`config.mk`:
```
export PLATFORM = sky130hd
export DESIGN_NAME = sfr_spi_fault_slave
export DESIGN_NICKNAME = d
export VERILOG_FILES = /design/src/rtl/sfr_pkg.sv /design/src/rtl/sfr_spi_fault_slave.sv
export VERILOG_INCLUDE_DIRS = /design/src /design/src/rtl
export SDC_FILE = /design/constraint.sdc
export NUM_CORES = 1
export LEC_CHECK = 0
export BUFFER_PORTS_ARGS = -buffer_cell sky130_fd_sc_hd__buf_2
export CAP_MARGIN = 20
export CORE_MARGIN = 5
export CORE_UTILIZATION = 45
export DETAILED_ROUTE_END_ITERATION = 8
export PLACE_DENSITY = 0.62
export SLEW_MARGIN = 15
export SYNTH_ARGS = -nofsm -noshare
export SYNTH_HDL_FRONTEND = slang
export SYNTH_SLANG_ARGS = --single-unit
```
`constraint.sdc`:
```
create_clock -name clk -period 4.92 [get_ports clk]
set_input_delay 0.246 -clock clk [delete_from_list [all_inputs] [get_ports clk]]
set_output_delay 0.246 -clock clk [all_outputs]
set_load 0.02 [all_outputs]
```
`src/rtl/sfr_map.svh`:
```
// constants and behaviour list for the serial fault-reporting slave
// Behaviour
// - at power-up hold fault status active at least one pulse, then release when pump ok, no faults (code: released when no fault enabled in maskReg)
// - after wake enable rises, fault status returns high within 1.0 ms
// - wake enable low: outputs high impedance and fault status driven low
// - power-down starts 8.0 to 11 us after wake enable falls; no early release
// - release fault status after power-down only when disable input also low
// - keep fault status active during power-down until supplies are off
// - full-duplex slave only, fixed clock polarity and phase, fixed 16-bit words
// - msb first over 16 clocks; sample input on falling, change output on rising
// - bits beyond the first 16 shift on through the serial output
// - clock count zero or not multiple of 16 discards frame, sets framing error
// - serial output returns register addressed by previous frame, captured at select fall
// - first transfer after enable rises returns the status register
// - data bits of a read frame are ignored
// - serial output driven only while select low, high impedance after select rises
// - each fault latches into the status register when detected and holds
// - latched fault clears only when gone and a clearing event occurs
// - falling edge on disable input clears faults no longer present
// - rising edge on wake enable clears faults no longer present
// - status write clears latched bits written as one, keeps zeros
// - a write to register address 00 records a framing error
// - command msb: one is write, zero is read
// - next two bits select id, status, mask, or configuration register
`ifndef SFR_MAP_SVH
`define SFR_MAP_SVH
`define SFR_CLK_PERIOD_PS     25000
`define SFR_PO_MIN_NS         1000
`define SFR_PO_CYC            ((`SFR_PO_MIN_NS * 1000 + `SFR_CLK_PERIOD_PS - 1) / `SFR_CLK_PERIOD_PS)
`define SFR_PD_MIN_NS         8000
`define SFR_PD_CYC            ((`SFR_PD_MIN_NS * 1000 + `SFR_CLK_PERIOD_PS - 1) / `SFR_CLK_PERIOD_PS)
`define SFR_TURN_ON_MAX_NS    1000000
`define SFR_TURN_ON_CYC       ((`SFR_TURN_ON_MAX_NS / 1000) * 1000 / (`SFR_CLK_PERIOD_PS / 1000))
`define SFR_WORD_BITS         16
`define SFR_DIR_BIT           15
`define SFR_ADDR_HI           14
`define SFR_ADDR_LO           13
`define SFR_FRM_BIT           11
`define SFR_FAULT_BITS        11
`define SFR_ADDR_ID           2'h0
`define SFR_ADDR_STATUS       2'h1
`define SFR_ADDR_MASK         2'h2
`define SFR_ADDR_CFG          2'h3
`define SFR_ID_VALUE          16'h0010
`define SFR_STATUS_HEAD       16'h2000
`define SFR_MASK_RESET        16'h4731
`define SFR_CFG_RESET         16'h6d98
`define SFR_MASK_WMASK        16'h1fff
`define SFR_CFG_WMASK         16'h1fff
`endif

```
`src/rtl/sfr_pkg.sv`:
```
// types for the serial fault-reporting slave
package sfr_pkg;
  typedef enum logic [1:0] {
    SFR_OFF     = 2'b00,
    SFR_POWERUP = 2'b01,
    SFR_RUN     = 2'b11,
    SFR_PWRDOWN = 2'b10
  } sfr_power_e;
  typedef logic [15:0] sfr_word_t;
endpackage : sfr_pkg

```
`src/rtl/sfr_spi_fault_slave.sv`:
```
// serial fault-reporting slave with fault-status pin sequencing
`timescale 1ns/1ps
`include "sfr_map.svh"
module sfr_spi_fault_slave #(
  parameter int TURN_ON_CYC = `SFR_TURN_ON_CYC
) (
  input  wire logic        clk,
  input  wire logic        rstn,
  input  wire logic        clkEn,
  input  wire logic        csN,
  input  wire logic        sclk,
  input  wire logic        mosi,
  output logic             miso,
  output logic             misoOe,
  input  wire logic        wake_enable_pin,
  input  wire logic        disable_pin,
  input  wire logic [10:0] faultActive,
  input  wire logic        pumpOk,
  input  wire logic        suppliesOn,
  output logic             fault_status_n,
  output logic             fault_status_n_oe,
  output logic             outputsEnable,
  output logic             regulatorsOn,
  output logic [15:0]      maskReg,
  output logic [15:0]      cfgReg
);
  logic rst1Reg, rstSyncReg;
  always_ff @(posedge clk or negedge rstn) begin
    if (!rstn) begin
      rst1Reg    <= 1'b0;
      rstSyncReg <= 1'b0;
    end else begin
      rst1Reg    <= 1'b1;
      rstSyncReg <= rst1Reg;
    end
  end
  wire rstnInt = rstSyncReg;

  // pin synchronisers: first stage read only by second
  logic [4:0] pinS1Reg, pinS2Reg, pinS3Reg;
  always_ff @(posedge clk or negedge rstnInt) begin
    if (!rstnInt) begin
      pinS1Reg <= 5'h01;
      pinS2Reg <= 5'h01;
      pinS3Reg <= 5'h01;
    end else if (clkEn) begin
      pinS1Reg <= {disable_pin, wake_enable_pin, mosi, sclk, csN};
      pinS2Reg <= pinS1Reg;
      pinS3Reg <= pinS2Reg;
    end
  end
  wire csS    = pinS2Reg[0];
  wire sclkS  = pinS2Reg[1];
  wire mosiS  = pinS2Reg[2];
  wire wakeS  = pinS2Reg[3];
  wire disS   = pinS2Reg[4];
  wire csFall   = pinS3Reg[0] & ~csS;
  wire csRise   = ~pinS3Reg[0] & csS;
  wire sclkRise = ~pinS3Reg[1] & sclkS;
  wire sclkFall = pinS3Reg[1] & ~sclkS;
  wire wakeRise = ~pinS3Reg[3] & wakeS;
  wire wakeFall = pinS3Reg[3] & ~wakeS;
  wire disFall  = pinS3Reg[4] & ~disS;

  // power sequencing
  sfr_pkg::sfr_power_e pwr_reg, pwr_next;
  logic [15:0] tmr_reg;
  wire [15:0] poCyc = 16'(`SFR_PO_CYC);
  wire [15:0] pdCyc = 16'(`SFR_PD_CYC);
  logic [10:0] flt_reg;
  logic        frm_reg;
  wire [11:0] statusBits = {frm_reg, flt_reg};
  wire maskedFault = |(statusBits & maskReg[11:0]);
  wire pwrReleased = (pwr_reg == sfr_pkg::SFR_RUN) & ~maskedFault;
  always_comb begin
    pwr_next = pwr_reg;
    case (pwr_reg)
      sfr_pkg::SFR_OFF:     if (wakeS) pwr_next = sfr_pkg::SFR_POWERUP;
      // minimum active pulse before pump
      sfr_pkg::SFR_POWERUP: if (!wakeS) pwr_next = sfr_pkg::SFR_PWRDOWN;
                            else if (tmr_reg >= poCyc && pumpOk) pwr_next = sfr_pkg::SFR_RUN;
      sfr_pkg::SFR_RUN:     if (!wakeS) pwr_next = sfr_pkg::SFR_PWRDOWN;
      // held until delay elapsed, supplies off and disable low
      sfr_pkg::SFR_PWRDOWN: if (wakeS) pwr_next = sfr_pkg::SFR_POWERUP;
                            else if (tmr_reg >= pdCyc && !suppliesOn && !disS) pwr_next = sfr_pkg::SFR_OFF;
      default:              pwr_next = sfr_pkg::SFR_OFF;
    endcase
  end
  always_ff @(posedge clk or negedge rstnInt) begin
    if (!rstnInt) begin
      pwr_reg <= sfr_pkg::SFR_OFF;
      tmr_reg <= 16'h0000;
    end else if (clkEn) begin
      pwr_reg <= pwr_next;
      tmr_reg <= (pwr_next != pwr_reg) ? 16'h0000 : ((tmr_reg == 16'hffff) ? tmr_reg : tmr_reg + 16'h0001);
    end
  end

  // turn-on watch: cycles since wake without release, saturating
  // release still waits for the pump, so the bound only binds once it is up
  logic [15:0] onWait_reg;
  always_ff @(posedge clk or negedge rstnInt) begin
    if (!rstnInt) begin
      onWait_reg <= 16'h0000;
    end else if (clkEn) begin
      if (!wakeS || pwrReleased) begin
        onWait_reg <= 16'h0000;
      end else if (onWait_reg != 16'hffff) begin
        onWait_reg <= onWait_reg + 16'h0001;
      end
    end
  end
  wire [15:0] onLimit = 16'(TURN_ON_CYC);

  // regulators stay on until the power-down delay has elapsed
  assign regulatorsOn = (pwr_reg == sfr_pkg::SFR_POWERUP) | (pwr_reg == sfr_pkg::SFR_RUN)
                      | ((pwr_reg == sfr_pkg::SFR_PWRDOWN) & (tmr_reg < pdCyc));
  // bridge off at once when wake drops
  assign outputsEnable     = (pwr_reg == sfr_pkg::SFR_RUN) & wakeS & ~maskedFault;
  // open drain: pulled low whenever not released
  assign fault_status_n    = 1'b0;
  assign fault_status_n_oe = ~pwrReleased | ~wakeS;

  // serial frame engine
  logic [15:0] shift_reg, txShift_reg, rxWord_reg;
  logic [15:0] txOut_reg;
  logic [7:0]  bitCnt_reg;
  logic        misoOut_reg;
  logic [1:0]  prevAddr_reg;
  logic        firstXfer_reg;
  logic [15:0] readBack;

  // status word layout shared by the reply mux and the first-transfer path
  function automatic logic [15:0] statusWordOf(input logic [11:0] bits);
    return `SFR_STATUS_HEAD | {4'h0, bits};
  endfunction : statusWordOf

  always_comb begin
    case (prevAddr_reg)
      `SFR_ADDR_ID:     readBack = `SFR_ID_VALUE;
      `SFR_ADDR_STATUS: readBack = statusWordOf(statusBits);
      `SFR_ADDR_MASK:   readBack = maskReg;
      default:          readBack = cfgReg;
    endcase
  end
  wire [15:0] statusWord = statusWordOf(statusBits);
  wire        replyMsb   = firstXfer_reg ? statusWord[15] : readBack[15];
  // whole number of words and nonzero
  wire frameValid = (bitCnt_reg != 8'h00) && (bitCnt_reg[3:0] == 4'h0);
  wire isWrite    = rxWord_reg[`SFR_DIR_BIT];
  wire [1:0] rxAddr = rxWord_reg[`SFR_ADDR_HI:`SFR_ADDR_LO];
  wire frameEnd   = csRise & frameValid;
  // address 00 is read-only
  wire badWrite   = frameEnd & isWrite & (rxAddr == `SFR_ADDR_ID);
  wire frameErr   = (csRise & ~frameValid) | badWrite;
  always_ff @(posedge clk or negedge rstnInt) begin
    if (!rstnInt) begin
      shift_reg     <= 16'h0000;
      rxWord_reg    <= 16'h0000;
      txShift_reg   <= 16'h0000;
      bitCnt_reg    <= 8'h00;
      misoOut_reg   <= 1'b0;
      prevAddr_reg  <= `SFR_ADDR_STATUS;
      firstXfer_reg <= 1'b1;
    end else if (clkEn) begin
      if (wakeRise) begin
        firstXfer_reg <= 1'b1;
      end
      if (csFall) begin
        // reply chosen at select fall
        txShift_reg <= firstXfer_reg ? statusWord : readBack;
        bitCnt_reg  <= 8'h00;
        misoOut_reg <= firstXfer_reg ? statusWord[15] : readBack[15];
      end else if (!csS && sclkFall) begin
        // sample on falling edge, msb first
        shift_reg  <= {shift_reg[14:0], mosiS};
        txShift_reg <= {txShift_reg[14:0], mosiS};
        bitCnt_reg <= (bitCnt_reg == 8'hff) ? bitCnt_reg : bitCnt_reg + 8'h01;
        if (bitCnt_reg[3:0] == 4'hf) rxWord_reg <= {shift_reg[14:0], mosiS};
      end else if (!csS && sclkRise) begin
        // launch on rising edge; excess bits pass through
        misoOut_reg <= txShift_reg[15];
      end
      // a refused write to the id address must not move the reply pointer
      if (frameEnd & ~badWrite) begin
        prevAddr_reg  <= rxAddr;
        firstXfer_reg <= 1'b0;
      end
    end
  end
  assign miso   = misoOut_reg;
  // drive only while selected
  assign misoOe = ~csS & wakeS;

  // register writes at select rise of a valid frame
  wire wrMask = frameEnd & isWrite & (rxAddr == `SFR_ADDR_MASK);
  wire wrCfg  = frameEnd & isWrite & (rxAddr == `SFR_ADDR_CFG);
  wire wrStat = frameEnd & isWrite & (rxAddr == `SFR_ADDR_STATUS);
  always_ff @(posedge clk or negedge rstnInt) begin
    if (!rstnInt) begin
      maskReg <= `SFR_MASK_RESET;
      cfgReg  <= `SFR_CFG_RESET;
    end else if (clkEn) begin
      if (!wakeS) begin
        maskReg <= `SFR_MASK_RESET;
        cfgReg  <= `SFR_CFG_RESET;
      end else begin
        if (wrMask) maskReg <= (maskReg & ~`SFR_MASK_WMASK) | (rxWord_reg & `SFR_MASK_WMASK);
        if (wrCfg)  cfgReg  <= (cfgReg & ~`SFR_CFG_WMASK) | (rxWord_reg & `SFR_CFG_WMASK);
      end
    end
  end

  // fault latching; a present fault always wins over a clear
  wire clrEvent = disFall | wakeRise;
  wire [10:0] clrBits = ({11{clrEvent}} | ({11{wrStat}} & rxWord_reg[10:0])) & ~faultActive;
  wire frmClr = (clrEvent | (wrStat & rxWord_reg[`SFR_FRM_BIT]));
  always_ff @(posedge clk or negedge rstnInt) begin
    if (!rstnInt) begin
      flt_reg <= 11'h000;
      frm_reg <= 1'b0;
    end else if (clkEn) begin
      flt_reg <= (flt_reg & ~clrBits) | faultActive;
      frm_reg <= frameErr | (frm_reg & ~frmClr);
    end
  end

  // checks
  AST_PO_MIN: assert property (@(posedge clk) disable iff (!rstnInt)
    (clkEn && pwr_reg == sfr_pkg::SFR_POWERUP && pwr_next == sfr_pkg::SFR_RUN) |-> tmr_reg >= poCyc)
    else $error("status released before minimum pulse");

  AST_RELEASE: assert property (@(posedge clk) disable iff (!rstnInt)
    !fault_status_n_oe |-> (pwr_reg == sfr_pkg::SFR_RUN) && !maskedFault)
    else $error("status released outside run or with masked fault");

  AST_PUMP_RUN: assert property (@(posedge clk) disable iff (!rstnInt)
    (clkEn && pwr_reg == sfr_pkg::SFR_POWERUP && pwr_next == sfr_pkg::SFR_RUN) |-> pumpOk)
    else $error("run entered with pump low");

  AST_TURN_ON: assert property (@(posedge clk) disable iff (!rstnInt)
    (clkEn && wakeS && pumpOk && !maskedFault && onWait_reg >= onLimit) |-> ##[0:2] !fault_status_n_oe)
    else $error("status not returned high within turn-on time");

  AST_WAKE_LOW: assert property (@(posedge clk) disable iff (!rstnInt)
    !wakeS |-> fault_status_n_oe && !outputsEnable && !misoOe)
    else $error("outputs active with wake low");

  AST_RELOAD: assert property (@(posedge clk) disable iff (!rstnInt)
    (clkEn && !wakeS) |=> maskReg == `SFR_MASK_RESET && cfgReg == `SFR_CFG_RESET)
    else $error("defaults not reloaded in sleep");

  AST_PD_DELAY: assert property (@(posedge clk) disable iff (!rstnInt)
    (pwr_reg == sfr_pkg::SFR_PWRDOWN && pwr_next == sfr_pkg::SFR_OFF) |-> tmr_reg >= pdCyc)
    else $error("power-down ended early");

  AST_REG_HOLD: assert property (@(posedge clk) disable iff (!rstnInt)
    (pwr_reg == sfr_pkg::SFR_PWRDOWN && tmr_reg < pdCyc) |-> regulatorsOn)
    else $error("regulators dropped inside power-down delay");

  AST_PD_DIS: assert property (@(posedge clk) disable iff (!rstnInt)
    (pwr_reg == sfr_pkg::SFR_PWRDOWN && disS) |=> pwr_reg != sfr_pkg::SFR_OFF)
    else $error("power-down completed with disable high");

  AST_PD_SUPPLY: assert property (@(posedge clk) disable iff (!rstnInt)
    (pwr_reg == sfr_pkg::SFR_PWRDOWN && suppliesOn) |=> pwr_reg != sfr_pkg::SFR_OFF && fault_status_n_oe)
    else $error("status released while supplies on");

  AST_LAUNCH: assert property (@(posedge clk) disable iff (!rstnInt)
    (clkEn && !csS && sclkRise && !csFall) |=> miso == $past(txShift_reg[15]))
    else $error("serial output not launched on clock rise");

  AST_SAMPLE: assert property (@(posedge clk) disable iff (!rstnInt)
    (clkEn && !csS && sclkFall && !csFall) |=> txShift_reg[0] == $past(mosiS))
    else $error("input bit not taken on clock fall");

  AST_DISCARD: assert property (@(posedge clk) disable iff (!rstnInt)
    (clkEn && csRise && !frameValid) |=> $stable(prevAddr_reg))
    else $error("bad frame moved the reply pointer");

  AST_MISO_OE: assert property (@(posedge clk) disable iff (!rstnInt)
    csS |-> !misoOe)
    else $error("miso driven while deselected");

  AST_MISO_ON: assert property (@(posedge clk) disable iff (!rstnInt)
    (!csS && wakeS) |-> misoOe)
    else $error("miso not driven while selected");

  AST_FRM_SET: assert property (@(posedge clk) disable iff (!rstnInt)
    (clkEn && csRise && !frameValid) |=> frm_reg)
    else $error("framing error not recorded");

  AST_MISO_LOAD: assert property (@(posedge clk) disable iff (!rstnInt)
    (clkEn && csFall) |=> miso == $past(replyMsb))
    else $error("reply not loaded at select fall");

  AST_FIRST: assert property (@(posedge clk) disable iff (!rstnInt)
    (clkEn && wakeRise) |=> firstXfer_reg)
    else $error("first transfer not marked after wake");

  AST_READ_IGNORE: assert property (@(posedge clk) disable iff (!rstnInt)
    (clkEn && wakeS && frameEnd && !isWrite) |=> $stable(cfgReg) && $stable(maskReg))
    else $error("read frame changed a register");

  AST_LATCH: assert property (@(posedge clk) disable iff (!rstnInt)
    (clkEn && |faultActive) |=> ((flt_reg & $past(faultActive)) == $past(faultActive)))
    else $error("active fault not latched");

  AST_KEEP: assert property (@(posedge clk) disable iff (!rstnInt)
    (clkEn && !clrEvent && !wrStat) |=> (flt_reg & $past(flt_reg)) == $past(flt_reg))
    else $error("latched fault lost without a clear");

  AST_DIS_CLEAR: assert property (@(posedge clk) disable iff (!rstnInt)
    (clkEn && disFall) |=> flt_reg == $past(faultActive))
    else $error("disable fall did not clear gone faults");

  AST_WAKE_CLEAR: assert property (@(posedge clk) disable iff (!rstnInt)
    (clkEn && wakeRise) |=> flt_reg == $past(faultActive))
    else $error("wake rise did not clear gone faults");

  AST_WR_CLEAR: assert property (@(posedge clk) disable iff (!rstnInt)
    (clkEn && wrStat) |=> (flt_reg & $past(rxWord_reg[10:0]) & ~$past(faultActive)) == 11'h000)
    else $error("status write left a one-written gone fault");

  AST_FRM_CLEAR: assert property (@(posedge clk) disable iff (!rstnInt)
    (clkEn && wrStat && rxWord_reg[`SFR_FRM_BIT] && !frameErr) |=> !frm_reg)
    else $error("framing flag not cleared by write");

  AST_WR_APPLY: assert property (@(posedge clk) disable iff (!rstnInt)
    (clkEn && wakeS && !wrMask) |=> $stable(maskReg) || !$past(wakeS))
    else $error("mask changed outside valid frame end");

  AST_ID_WRITE: assert property (@(posedge clk) disable iff (!rstnInt)
    (clkEn && badWrite) |=> frm_reg)
    else $error("write to id not flagged");

  AST_ADDR: assert property (@(posedge clk) disable iff (!rstnInt)
    (clkEn && frameEnd && !badWrite) |=> prevAddr_reg == $past(rxAddr))
    else $error("reply pointer not taken from frame");

  COV_FRAME: cover property (@(posedge clk) disable iff (!rstnInt) frameEnd);
  COV_BADWR: cover property (@(posedge clk) disable iff (!rstnInt) badWrite);
  COV_BADFRM: cover property (@(posedge clk) disable iff (!rstnInt) csRise && !frameValid);
  COV_RUN: cover property (@(posedge clk) disable iff (!rstnInt) pwr_reg == sfr_pkg::SFR_RUN);
  COV_PD: cover property (@(posedge clk) disable iff (!rstnInt)
    pwr_reg == sfr_pkg::SFR_PWRDOWN ##1 pwr_reg == sfr_pkg::SFR_OFF);
endmodule : sfr_spi_fault_slave

```
* After elaboration in Yosys (flattened, before gate mapping)
Index checks and enable logic that the tools add are counted.
** Operators by class
- $add $sub $neg :: 2
- Order comparisons :: 3
- Equality and inequality tests :: 17
- Multiplexer cells :: 26
- Bitwise gates (word level) :: 51
- Reduce and logical (&&, ||, !) cells :: 28
** Operators with widths (number)
- two-way mux 16 bit :: 9
- one-hot mux 16 bit (3 select lines) :: 1
- bitwise AND 11 bit :: 3
- bitwise OR 16 x 13 -> 16 bit :: 2
- two-way mux 8 bit :: 3
- inverter 11 bit :: 2
- bitwise OR 11 bit :: 2
- bitwise AND 1 bit :: 21
- adder 16 x 1 -> 16 bit, second input constant :: 1
- equality test 16 bit, second input constant :: 1
- greater-or-equal comparator 16 x 6 -> 1 bit, second input constant :: 1
- greater-or-equal comparator 16 x 9 -> 1 bit, second input constant :: 1
- less-than comparator 16 x 9 -> 1 bit, second input constant :: 1
- inverter 1 bit :: 13
- bitwise AND 12 bit :: 1
- two-way mux 2 bit :: 6
- AND reduction 2 bit :: 6
- OR reduction 12 bit :: 1
- equality test 2 bit, second input constant :: 5
- AND reduction 3 bit :: 3
- adder 8 x 1 -> 8 bit, second input constant :: 1
- equality test 8 bit, second input constant :: 1
- one-hot mux 2 bit (4 select lines) :: 1
- nonzero test 8 bit :: 1
- other kinds (13) :: 40
** Storage, ports and cells
- Register bits :: 138
- Output and inout port bits :: 38

* Longest topological paths before layout
- Depth after elaboration :: 11
- Mapped depth :: 8
- Mapped depth without buffers :: 7

* Least setup slack after synthesis
Ideal clock, no wire load.
- Path type :: reg2reg
- Start point :: register bitCnt_reg[0]
- End point :: register flt_reg[1]
- Setup time :: 120 ps
- Arrival :: 1748 ps
- Required time :: 4800 ps
- Slack :: 3051 ps
- Stages on the path, launching flop included :: 9
- Path through :: dfrtp_1 > inv_1 > ha_1 > or3b_4 > nor4_2 > buf_2 > a21oi_1 > o21ai_0 > nand2_1
** On the way
- Word-level cells in the longest chain between the ends :: 11
- Elaborated cells between the ends (all ways) :: 12
- Classes of those cells :: 9 x bitwise; 3 x reduce/logical
** RTL lines
- start: declaration :: line sfr_spi_fault_slave.sv:127 : logic [7:0] bitCnt_reg;
- start signal: assignment :: line sfr_spi_fault_slave.sv:178 : bitCnt_reg <= (bitCnt_reg == 8'hff) ? bitCnt_reg : bitCnt_reg + 8'h01;
- nonzero test 8 bit / zero test 4 bit (equally long branches) :: line sfr_spi_fault_slave.sv:149 : wire frameValid = (bitCnt_reg != 8'h00) && (bitCnt_reg[3:0] == 4'h0);
- logical AND 1 bit (*) :: line sfr_spi_fault_slave.sv:149
- bitwise AND 1 bit (*) :: line sfr_spi_fault_slave.sv:152 : wire frameEnd = csRise & frameValid;
- bitwise AND 1 bit (*) (2 in series) :: line sfr_spi_fault_slave.sv:198 : wire wrStat = frameEnd & isWrite & (rxAddr == `SFR_ADDR_STATUS);
- bitwise AND 11 bit (*) :: line sfr_spi_fault_slave.sv:216 : wire [10:0] clrBits = ({11{clrEvent}} | ({11{wrStat}} & rxWord_reg[10:0])) & ~faultActive;
- bitwise OR 11 bit (*) :: line sfr_spi_fault_slave.sv:216
- bitwise AND 11 bit (*) :: line sfr_spi_fault_slave.sv:216
- inverter 11 bit (*) :: line sfr_spi_fault_slave.sv:223 : flt_reg <= (flt_reg & ~clrBits) | faultActive;
- bitwise AND 11 bit (*) :: line sfr_spi_fault_slave.sv:223
- bitwise OR 11 bit (*) :: line sfr_spi_fault_slave.sv:223
- end signal: assignment :: line sfr_spi_fault_slave.sv:223
- end: declaration :: line sfr_spi_fault_slave.sv:70 : logic [10:0] flt_reg;
Mark *: on every way between the ends. The rest lies on a longest branch, timed or not.
A chain may end at the register's enable or synchronous reset.

* Worst setup path after layout
- Start point :: register pinS2Reg[0]
- End point :: register rxWord_reg[4]
** On the way
- Word-level cells in the longest chain between the ends :: 4
- Elaborated cells between the ends (all ways) :: 6
- Classes of those cells :: 3 x bitwise; 3 x reduce/logical
** RTL lines
- start: declaration :: line sfr_spi_fault_slave.sv:40 : logic [4:0] pinS1Reg, pinS2Reg, pinS3Reg;
- start signal: assignment :: line sfr_spi_fault_slave.sv:48 : pinS2Reg <= pinS1Reg;
- inverter 1 bit :: line sfr_spi_fault_slave.sv:57 : wire csFall = pinS3Reg[0] & ~csS;
- bitwise AND 1 bit :: line sfr_spi_fault_slave.sv:57
- inverter 1 bit (no line)
- AND reduction 4 bit (no line) (*)
- end signal: assignment :: line sfr_spi_fault_slave.sv:179 : if (bitCnt_reg[3:0] == 4'hf) rxWord_reg <= {shift_reg[14:0], mosiS};
- end: declaration :: line sfr_spi_fault_slave.sv:125 : logic [15:0] shift_reg, txShift_reg, rxWord_reg;
Marked as above.

==> results.tsv <==
stage	metric	value	unit
run_status	status	completed	
clocking	htree_levels	4	
layout	nets	637	
placed_design	place.port_buffers	54	
setup_path	critPathCaptureType	flop	
logic_synthesis	ys_warn_count	0	
logic_synthesis	syn_avg_cell_area	11.0	um^2
run	max-cap-violations	0	
setup_path	arrival	2990	ps
sta	setup_viol	0	
logic_synthesis	ys.flop_type	dfrtp_1	
placed_design	hpwl	10800	um
power	p_per_area	425	mW/mm^2
logic_synthesis	synth-adder-area-share	1.20	%
routing	top_layer	met4	
die	num_io_pins	59	
setup_path	crit_type	reg -> reg	
sta	drv_slew	0	
die	die_area	0.0163	mm^2
routing	first_pass_iters	5	
sta	skew	10.9	ps
logic_synthesis	synth_top_area_share	45.7	%
layout	final_layout_size_suffix_gt1_share	25.5	%
routing	wl_met3	902	um
routing	wl_per_cell	18.9	um
grt	grt_pass1_vias	4531	
setup_path	rrSetupSlack	2240	ps
logic_synthesis	async_reset_ff_share	100	%
die	start_util	45.5	%
grt	grt_pass1_wl	24500	um
clocking	numCtsBuffers	17	
routing	avgViaCountPerCell	5.67	
layout	utilization	52.3	%
power	p_leak	3.24	nW
clocking	clock_latency	430	ps
grt	antenna_found_initial	0	
logic_synthesis	syn_area	0.00624	mm^2
die	core_area	0.0137	mm^2
setup_path	r2r_end	rxWord_reg[4]	
clocking	clk_pin_slew_worst_paths	60	ps
min_path	min_from	faultActive[6]	
sta	rsz0062_at_grt	false	
setup_path	r2r_start	pinS2Reg[0]	
grt	overflow	0	
min_path	min_to	flt_reg[6]	
sta	finalHoldViolCount	0	
min_path	holdPathStages	3	
logic_synthesis	seq_area_frac_synth	53.3	%
logic_synthesis	synth_simple_gate_area_share	13.4	%
logic_synthesis	syn-instance-count	565	
layout	antennaDiodeCount	0	
clocking	cts_buffer_depth	2	
sta	max_slew.worst_pin.slew	1000	ps
setup_path	critPathMaxFanout	17	
logic_synthesis	synthMuxAreaShare	11.0	%
routing	drt_iter0_drc	324	
logic_synthesis	synth_top_area_cell	dfrtp_1	
die	rows	43	
logic_synthesis	synth-xor-area-share	1.54	%
sta	slew_headroom	32.7	%
routing	vias	4549	
routing	ant_nets	0	
setup_path	critPathRequiredTime	5230	ps
sta	fin_crit_sh	54.5	%
clocking	cts_num_sinks	132	
die	die_h	128	um
routing	wl_met1	6950	um
clocking	cts_root_buf	clkbuf_16	
logic_synthesis	synth_area_leaders	dfrtp_1 46%, dfstp_2 7.6%, mux2_2 7.6%, nand2_1 3.3%, o21ai_0 3.1%	
placed_design	gp_congestion	0.926	
setup_path	start_kind	flop	
sta	tns	0	ps
logic_synthesis	synth_edf_count	0	
min_path	worstHoldPathType	in -> reg	
logic_synthesis	synth_cell_types	64	
logic_synthesis	synth_seq_cells	132	
grt	grt_start_max_net_pins	83	
setup_path	r2r.worst_path.cells	4	
logic_synthesis	synth_compound_area_share	15.3	%
sta	min_period	2680	ps
power	peakVddDrop	192	uV
layout	area_growth	15.0	%
routing	dr_wl_met2	7030	um
grt	track_usage	19.4	%
routing	drc	0	
logic_synthesis	synth_top_family_by_area	compound AO/OA/AOI/OAI gates	
routing	drt-total-wl	15200	um
layout	fillCellCount	1236	
clocking	cts_tree	done	
die	die_x	128	um
sta	maxClockFrequency	0.373	GHz
-- Yosys cell counts, types with 9 or more instances --
master,number
dfrtp_1,114
nand2_1,55
mux2_2,42
o21ai_0,39
nor2_1,31
a21oi_1,21
a22oi_1,20
dfstp_2,18
a22o_1,16
buf_2,14
inv_1,14
nand3_1,13
o22a_1,12
clkbuf_1,10
mux2_1,10
mux2i_1,10
xor2_1,10
nor3_1,9
-- through the flow --
| step | hold WS, ps | power (mW) | area (um^2) | setup slack (ps) | std cells |
|---|---|---|---|---|---|
| after floorplan | -49.6 | 1.73 | 6250 | 1000 | 568 |
| after global placement | 30.9 | 1.83 | 6560 | 1990 | 769 |
| after detailed placement | 35.5 | 1.86 | 6560 | 1880 | 769 |
| after CTS | 8.00 | 3.08 | 7150 | 2250 | 802 |
| after global routing | 13.4 | 3.20 | 7170 | 2080 | 803 |
| final | 21.9 | 3.04 | 7170 | 2240 | 803 |
-- cells by family after synthesis --
| group | after synthesis |
|---|---|
| XOR/XNOR | 11 |
| multiplexers | 62 |
| AND/OR/NAND/NOR | 163 |
| flip-flops | 132 |
| buffers and inverters | 49 |
| adder cells (fa/ha/maj) | 6 |
| AO/OA/AOI/OAI | 140 |
| other | 2 |
-- what timing repair did --
action,CTS,global route
endpoints found under the hold margin,2,0
hold buffers,1,0
gates resized for setup,0,0
setup buffers,0,0
-- how the worst max path moves through the flow --
stage,start,to
after CTS,pinS2Reg[0],rxWord_reg[9]
after floorplan,rstSyncReg,bitCnt_reg[0]
final,pinS2Reg[0],rxWord_reg[4]
after global placement,clkEn,rxWord_reg[5]
after detailed placement,clkEn,rxWord_reg[5]
after global routing,pinS2Reg[0],rxWord_reg[1]
-- layer usage --
| layer | GRT usage, % | vias up |
|---|---|---|
| li1 | - | 2123 |
| met1 | 26.7 | 2266 |
| met2 | 29.3 | 135 |
| met3 | 6.08 | 25 |
| met4 | 6.30 | 0 |
| met5 | 0 | - |
-- worst max-delay path: stages (launching register included) --
cell      delay, ps
dfstp_2         390
nand2b_1        290
nor3_4          750
and2_1          720
mux2_2          410
-- area by class of cell --
| type | count | area (um^2) | share of cell area (%) |
|---|---|---|---|
| inverter | 14 | 52.6 | 0.733 |
| tap | 180 | 225 | 3.14 |
| timing repair buffer | 58 | 315 | 4.40 |
| sequential | 132 | 3330 | 46.4 |
| clock inverter | 10 | 72.6 | 1.01 |
| multi-input combinational | 387 | 2670 | 37.2 |
| clock buffer | 22 | 507 | 7.07 |
-- layout by cell type, fill, tap and decap left out, types with 10 or more instances in the layout --
cell	netlist	routed
clkbuf_16	0	19
dfrtp_1	114	113
xor2_1	10	10
a21oi_1	21	21
mux2_2	42	42
nand2_1	55	55
mux2_1	10	10
o22a_1	12	12
inv_1	14	14
o21ai_0	39	39
buf_2	14	54
nand3_1	13	13
dfstp_2	18	18
nor2_1	31	31
a22o_1	16	16
mux2i_1	10	10
a22oi_1	20	20
-- power breakdown --
group | leakage, nW | switching [mW] | internal [mW]
combinational | 1.29 | 0.255 | 0.201
clock | 0.278 | 0.475 | 0.730
sequential | 1.67 | 0.142 | 1.24
Note: power is estimated with default switching activity, not from simulation.
